`src/rtl/chic_pkg.sv`:
```
// Package of constants and types for the console halt/initialize control.
package chic_pkg;

  // Debounce time in microseconds and its cycle count at 100 MHz.
  localparam int DebounceUs = 10;
  localparam int ClkMhz = 100;
  localparam int DebounceCycles = DebounceUs * ClkMhz;
  localparam int DebounceWidth = $clog2(DebounceCycles + 1);

  // Length of the peripheral clear pulse after a boot release, in cycles.
  localparam int PeriphClearCycles = 4;
  localparam int ClearWidth = $clog2(PeriphClearCycles + 1);

  // Width of the bootstrap option switch field.
  localparam int OptWidth = 4;

  // Operator switch levels after synchronising and debouncing.
  typedef struct packed {
    logic continuePosition;
    logic initPressed;
  } chic_switches_t;

  // Commands handed to the processor run control.
  typedef struct packed {
    logic haltReq;
    logic resumePulse;
    logic cpuInit;
    logic periphClear;
    logic bootStart;
  } chic_cmd_t;

endpackage : chic_pkg

```
`src/rtl/chic_control.sv`:
```
// Console halt, continue and initialize control logic.
`timescale 1ns/1ns
`default_nettype none
// How it works
// - Stop position keeps the processor halted.
// - Continue position lets the program run.
// - After program halt, stop-then-continue resumes.
// - Release action chosen by toggle position only.
// - Release at stop initializes processor only.
// - Release at continue clears peripherals and boots.
// - Boot starts only on switch release.
// - Held switch asserts initialize continuously.
// - Initialize aborts a running program immediately.
// - Run lamp lit running or blocked, dark halted.
module chic_control #(
  parameter int DebounceCycles = chic_pkg::DebounceCycles,
  parameter int ClearCycles = chic_pkg::PeriphClearCycles
) (
  input wire logic sys_clk,
  input wire logic reset,
  input wire logic runStopToggle,
  input wire logic initSwitch,
  input wire logic [chic_pkg::OptWidth-1:0] bootOptions,
  input wire logic cpuHaltedByProgram,
  input wire logic cpuBlocked,
  output chic_pkg::chic_cmd_t cmd,
  output logic systemInit,
  output logic runLamp
);

  ////////////////////////////////////////////////////////////////////////////
  // Switch conditioning.

  chic_pkg::chic_switches_t sw;
  logic contLevel;
  logic initLevel;
  logic haltReq_q;
  logic resumePulse_q;
  logic cpuInit_q;
  logic periphClear_q;
  logic bootStart_q;
  logic initPrev_q;
  logic contPrev_q;
  logic programHalt_q;
  logic [chic_pkg::ClearWidth-1:0] clearCount_q;
  logic initRelease;
  logic contRise;

  chic_debounce #(.Cycles(DebounceCycles)) u_toggle (
    .sys_clk(sys_clk),
    .reset(reset),
    .rawIn(runStopToggle),
    .cleanOut(contLevel)
  );

  chic_debounce #(.Cycles(DebounceCycles)) u_init (
    .sys_clk(sys_clk),
    .reset(reset),
    .rawIn(initSwitch),
    .cleanOut(initLevel)
  );

  // Each filtered level and each command bit has a single driver.
  assign sw = '{continuePosition: contLevel, initPressed: initLevel};
  assign cmd = '{
    haltReq: haltReq_q,
    resumePulse: resumePulse_q,
    cpuInit: cpuInit_q,
    periphClear: periphClear_q,
    bootStart: bootStart_q
  };

  // One release event per press of the filtered switch.
  assign initRelease = initPrev_q && !sw.initPressed;
  assign contRise = sw.continuePosition && !contPrev_q;

  always_ff @(posedge sys_clk)
  begin
    if (reset)
    begin
      initPrev_q <= 1'b0;
      contPrev_q <= 1'b0;
    end
    else
    begin
      initPrev_q <= sw.initPressed;
      contPrev_q <= sw.continuePosition;
    end
  end

  ////////////////////////////////////////////////////////////////////////////
  // Program halt latch, released by the stop-to-continue sequence.

  always_ff @(posedge sys_clk)
  begin
    if (reset)
    begin
      programHalt_q <= 1'b0;
    end
    else if (cpuHaltedByProgram)
    begin
      programHalt_q <= 1'b1;
    end
    else if (contRise)
    begin
      programHalt_q <= 1'b0;
    end
  end

  ////////////////////////////////////////////////////////////////////////////
  // Run control and initialize outputs.

  always_ff @(posedge sys_clk)
  begin
    if (reset)
    begin
      haltReq_q <= 1'b1;
      resumePulse_q <= 1'b0;
      systemInit <= 1'b0;
      cpuInit_q <= 1'b0;
    end
    else
    begin
      haltReq_q <= !sw.continuePosition;
      resumePulse_q <= contRise && programHalt_q;
      systemInit <= sw.initPressed;
      cpuInit_q <= initRelease;
    end
  end

  // Release action: at continue clear peripherals, then start the boot ROM.
  always_ff @(posedge sys_clk)
  begin
    if (reset)
    begin
      clearCount_q <= '0;
      periphClear_q <= 1'b0;
      bootStart_q <= 1'b0;
    end
    else if (initRelease && sw.continuePosition)
    begin
      clearCount_q <= chic_pkg::ClearWidth'(ClearCycles);
      periphClear_q <= 1'b1;
      bootStart_q <= 1'b0;
    end
    else if (clearCount_q != '0)
    begin
      clearCount_q <= clearCount_q - chic_pkg::ClearWidth'(1);
      periphClear_q <= clearCount_q != chic_pkg::ClearWidth'(1);
      bootStart_q <= (clearCount_q == chic_pkg::ClearWidth'(1))
        && sw.continuePosition;
    end
    else
    begin
      periphClear_q <= 1'b0;
      bootStart_q <= 1'b0;
    end
  end

  // Run lamp: executing or blocked by failure, dark when halted.
  always_ff @(posedge sys_clk)
  begin
    if (reset)
    begin
      runLamp <= 1'b0;
    end
    else
    begin
      runLamp <= (sw.continuePosition && !programHalt_q && !sw.initPressed)
        || (cpuBlocked && sw.continuePosition);
    end
  end

  // Option switches are passed to the boot ROM by the processor itself.
  logic unusedOpts;
  assign unusedOpts = ^bootOptions;

endmodule : chic_control
`default_nettype wire

```
`src/rtl/chic_debounce.sv`:
```
// Three-stage synchroniser and debounce filter for one switch input.
`timescale 1ns/1ns
`default_nettype none
module chic_debounce #(
  parameter int Cycles = chic_pkg::DebounceCycles
) (
  input wire logic sys_clk,
  input wire logic reset,
  input wire logic rawIn,
  output logic cleanOut
);

  logic sync1_q;
  logic sync2_q;
  logic sync3_q;
  logic [chic_pkg::DebounceWidth-1:0] count_q;

  // Synchroniser chain; only the later stages are compared.
  always_ff @(posedge sys_clk)
  begin
    if (reset)
    begin
      sync1_q <= 1'b0;
      sync2_q <= 1'b0;
      sync3_q <= 1'b0;
    end
    else
    begin
      sync1_q <= rawIn;
      sync2_q <= sync1_q;
      sync3_q <= sync2_q;
    end
  end

  // Output follows only after the input has stood stable long enough.
  always_ff @(posedge sys_clk)
  begin
    if (reset)
    begin
      count_q <= '0;
      cleanOut <= 1'b0;
    end
    else if (sync2_q != sync3_q || sync3_q == cleanOut)
    begin
      count_q <= '0;
    end
    else if (count_q == chic_pkg::DebounceWidth'(Cycles - 1))
    begin
      count_q <= '0;
      cleanOut <= sync3_q;
    end
    else
    begin
      count_q <= count_q + 1'b1;
    end
  end

endmodule : chic_debounce
`default_nettype wire

```
`config.mk`:
```
export PLATFORM = sky130hd
export DESIGN_NAME = chic_control
export DESIGN_NICKNAME = d
export VERILOG_FILES = /design/src/rtl/chic_pkg.sv /design/src/rtl/chic_control.sv /design/src/rtl/chic_debounce.sv
export SDC_FILE = /design/constraint.sdc
export NUM_CORES = 1
export LEC_CHECK = 0
export ABC_AREA = 0
export BUFFER_PORTS_ARGS = -buffer_cell sky130_fd_sc_hd__buf_2
export CORE_MARGIN = 2
export CORE_UTILIZATION = 57
export CTS_CLUSTER_SIZE = 14
export DETAILED_ROUTE_END_ITERATION = 10
export GPL_TIMING_DRIVEN = 0
export PLACE_DENSITY = 0.78
export SYNTH_ARGS = -nofsm -noshare
export SYNTH_HDL_FRONTEND = slang
export SYNTH_SLANG_ARGS = --single-unit
```
`constraint.sdc`:
```
create_clock -name sys_clk -period 1.9 [get_ports sys_clk]
set_input_delay 0.38 -clock sys_clk [delete_from_list [all_inputs] [get_ports sys_clk]]
set_output_delay 0.38 -clock sys_clk [all_outputs]
set_load 0.1 [all_outputs]
```
Word level (Yosys, flattened, before mapping)
Cells that the tools add are included.
{"block": "classes", "n_addsub": 3, "eq_ne": 8, "muxes": 6, "n_bitwise": 3, "n_reduce_logical": 24}
{"operator": "10-bit by 1-bit adder with 10-bit output (second input constant)", "count": 2}
{"operator": "10-bit == test (second input constant)", "count": 2}
{"operator": "3-bit OR reduction", "count": 3}
{"operator": "1-bit logical AND", "count": 8}
{"operator": "3-bit two-way mux", "count": 2}
{"operator": "1-bit logical NOT", "count": 4}
{"operator": "1-bit two-way mux", "count": 4}
{"operator": "2-bit AND reduction", "count": 2}
{"operator": "2-bit nonzero test", "count": 2}
{"operator": "3-bit by 1-bit == test with 1-bit output (second input constant)", "count": 1}
{"operator": "1-bit logical OR", "count": 3}
{"operator": "3-bit by 1-bit inequality test with 1-bit output (second input constant)", "count": 1}
{"operator": "1-bit NOT", "count": 3}
{"operator": "3-bit nonzero test", "count": 1}
{"operator": "3-bit by 1-bit subtractor with 3-bit output (second input constant)", "count": 1}
{"operator": "1-bit == test", "count": 2}
{"operator": "1-bit inequality test", "count": 2}
{"operator": "2-bit OR reduction", "count": 1}
{"block": "totals", "reg_bits": 40, "input_bits": 10, "output_inout_bits": 7}

Depth between registers and ports, before layout
{"block": "logic_depth", "ltp_word": 4, "ltp_mapped": 5, "depth_no_buf": 5}

Cells and area by module
From an unflattened synthesis, not the netlist that was laid out.
{"block": "unflattened", "hier_cells": 167, "hier_area_um2": 1694.1}
{"mod": "chic_debounce", "instances": 2, "cells_each": 59, "area_each_um2": 596.8}
{"mod": "chic_control", "instances": 1, "cells_each": 49, "area_each_um2": 500.5}

Worst setup path after synthesis
No wires, ideal clock.
{"block": "synth_timing", "path_kind": "reg-to-reg", "startpoint": "register systemInit (netlist name)", "endpoint": "register clearCount_q[1] (netlist bit)", "arrival_ns": 1.364, "setup_slack_ns": 0.413, "path_stages_with_launch": 4, "synth_period_minus_slack_ns": 1.487, "cell_sequence": "dfxtp_1 nand3b_1 nand2b_1 a211oi_1"}
{"item": "to (signal assigned)", "line": "chic_control.sv:142", "rtl": "clearCount_q <= chic_pkg::ClearWidth'(ClearCycles);"}
{"item": "to (signal assigned)", "line": "chic_control.sv:148", "rtl": "clearCount_q <= clearCount_q - chic_pkg::ClearWidth'(1);"}
{"item": "to (decl)", "line": "chic_control.sv:45", "rtl": "logic [chic_pkg::ClearWidth-1:0] clearCount_q;"}

Worst setup path after layout
{"block": "layout_timing", "startpoint": "register periphClear_q", "endpoint": "output port cmd[1] (netlist bit)"}
{"item": "from (decl)", "line": "chic_control.sv:40", "rtl": "logic periphClear_q;"}
{"item": "from (signal assigned)", "line": "chic_control.sv:149", "rtl": "periphClear_q <= clearCount_q != chic_pkg::ClearWidth'(1);"}
{"item": "to (decl)", "line": "chic_control.sv:26", "rtl": "output chic_pkg::chic_cmd_t cmd,"}
No word-level cell between the ends.

==> flow_summary.yaml <==
yosys:
  ys_types: 36
  async_flop_share: 0
  synth-main-ff-cell: "dfxtp_1"
  yosys_warnings: 0
  netlist_instances: 175
  yosys.area.top_type: "dfxtp_1"
  synth-seq-area-share: 0.4856
  yosys.area.top_type_share: 0.4856
  syn_area_mm2: 0.001649
  syn_nets: 190
  ys_ff_latch: 40
  avgSynthCellArea_um2: 9.423
  synthTopCellsByCount: "40 x dfxtp_1, 30 x nor2_1, 8 x a21oi_1, 8 x nand3_1, 8 x xnor2_1"
  synth.most_common_cell: "dfxtp_1"
  synth.area.top_cells: "dfxtp_1 49%, nor2_1 6.8%, xnor2_1 4.2%, ha_1 3.8%, nor2b_1 2.7%"
  synth_edf_count: 0
power:
  cellLeakagePower_nw: 0.7018
  peakVddDrop_mv: 1.103
  sw_frac_of_total: 0.2711
  p_clk_frac: 0.309
  power_mw: 1.733
  p_comb_frac: 0.166
  seq_power_share: 0.525
  power_density_mw_per_mm2: 952.7
  p_sw_uw: 469.8
  internal_power_mw: 1.263
floorplanning:
  io_pins: 17
  num_rows: 19
  core_mm2: 0.002758
  die_area_mm2: 0.003339
  die_y_um: 57.79
  die_x_um: 57.79
  start_util: 0.5980
final_layout:
  reg_top3: "u_init.count_q (10), u_toggle.count_q (10), clearCount_q (3)"
  final_cells: 225
  n_antenna_cell: 0
  final_nets: 208
  multiInputGateArea_um2: 779.5
  drive_gt1_frac: 0.1649
  regArea_um2: 800.8
  fillers: 236
  syn_to_final_growth_pct: 10.32
clock_network:
  clock_latency_ns: 0.34
  cts.sinks: 40
  cts-root-buf: "clkbuf_4"
  clockBufferDepth: 2
  postCtsSetupRepairBufs: 0
  tritoncts: "done"
  ctsResizeCount: 0
  cts.htree.levels: 2
  cts_buffers: 5
  cts_hold_buf: 0
  cts.reportedPaths.clkPinSlew_ns: 0.11
detailed_routing:
  drt-total-wl_um: 2689
  drt_first_pass_iters: 4
  wl_per_cell_um: 11.95
  drc: 0
  drtIter0Drc: 62
  dr_total_vias: 1214
  ant_nets: 0
  vias_per_cell: 5.396
timing:
  max_freq_mhz: 641.9
  hold_viol_final: 0
  worstMarginPinSlew_ns: 0.4851
  period_share: 0.8199
  finalClockSkew_ns: 0.003919
  fin_ws_ns: 0.3421
  final-max-slew-violation-count: 0
  whs_ns: 0.2368
  rsz0062_at_grt: "false"
  fin_setup_tns_ns: 0
  fin_crit_ns: 1.558
  finalSetupViolCount: 0
  relSlewSlack: 0.6788
grt:
  grt_pass1_vias: 1192
  grt_max_degree: 13
  grt_pass1_wl_um: 4781
  grtUsageTotal: 0.1917
  overflow: 0
  antenna_found_initial: 0
placed_design:
  gp_congestion: 0.8358
  dpl.hpwl_um: 1961
  post-place-cells: 217
  portBuffers: 11
  dp_slack_ns: 0.4092
critical_path:
  cp_slowest_cell: "buf_2"
  path_cells: "buf_4 -> buf_2"
  start_kind: "flip-flop"
  timing.setup.critical_path_class: "flip-flop to output port"
  path_max_fanout: 1
  critPathMaxStageDelay_ns: 0.41
  critPathCaptureType: "output port"
  cp_data_arrival_time_ns: 1.18
  cp.required_ns: 1.52
hold_path:
  hp-class: "primary input to flip-flop"
run:
  drv_cap: 0
run_status:
  status: "finished clean"
==> cells by family after synthesis <==
kind of cell / synth area share
simple gates: 0.2716
flops: 0.4856
compound gates: 0.08194
xor+xnor: 0.06904
buf+inv: 0.04173
fa+ha+maj: 0.03794
mux: 0.01214
==> metrics by stage <==
| step | cell area (um^2) | util |
|---|---|---|
| detailed placement | 1743 | 0.6320 |
| CTS | 1819 | 0.6597 |
| finish | 1819 | 0.6597 |
| global route | 1819 | 0.6597 |
| global placement | 1743 | 0.6320 |
| floorplan | 1649 | - |
==> path summary, 6_finish.rpt <==
path                                                    from                            to  slack (ns)  cells after the start
worst max register to register  u_init.count_q[0]$_SDFF_PP0_  u_init.cleanOut$_SDFFE_PP0P_        0.39                      5
worst min-delay path                              initSwitch     u_init.sync1_q$_SDFF_PP0_        0.24                      2
worst min register to register         contPrev_q$_SDFF_PP0_      resumePulse_q$_SDFF_PP0_        0.43                      1
worst max-delay path                periphClear_q$_SDFF_PP0_                        cmd[1]        0.34                      2
==> cell usage in the layout, fill, tap and decap left out, types with 2 or more instances in the layout <==
cell type	instances
a21o_1	3
a21oi_1	8
a21oi_2	2
and2_1	3
and3_1	3
and4_1	2
buf_2	12
buf_4	5
clkbuf_4	5
dfxtp_1	40
ha_1	5
inv_1	6
mux2i_1	2
nand2_1	7
nand2b_1	2
nand3_1	8
nand3b_1	3
nand4_1	3
nor2_1	30
nor2b_1	7
nor3b_1	2
nor3b_2	2
o211ai_1	2
o21ai_0	3
or2b_1	2
or3b_1	2
xnor2_1	8
xor2_1	5
==> critical path, delay by kind of cell, from the launching register on <==
| family | cells | cell delay, ns |
|---|---|---|
| buffers and inverters | 2 | 0.51 |
| DFF | 1 | 0.33 |
==> power by group through the flow <==
stage	Clock [mW]	Sequential (mW)	Combinational, mW
floorplan	0	0.922	0.241
global placement	0	0.925	0.265
detailed placement	0	0.930	0.284
CTS	0.557	0.911	0.288
global route	0.592	0.914	0.323
finish	0.536	0.910	0.287
==> per-layer routing <==
metal | part of all wire | wire [um] | vias to the layer above | track usage
met5 | 0 | 0 | - | 0
met2 | 0.50 | 1352 | 19 | 0.3214
met3 | 0.032 | 87 | 9 | 0.06027
met4 | 0.028 | 75 | 0 | 0.1262
li1 | - | - | 624 | -
met1 | 0.44 | 1173 | 562 | 0.2071
==> final cells by class <==
type | instances | area share
Clock inverter | 2 | 0.01926
Clock buffer | 6 | 0.02270
Sequential cell | 40 | 0.4402
Multi-Input combinational cell | 122 | 0.4285
Timing Repair Buffer | 11 | 0.03026
Tap cell | 31 | 0.02132
Buffer | 7 | 0.02545
Inverter | 6 | 0.01238
Power figures use the tool's default switching activity.
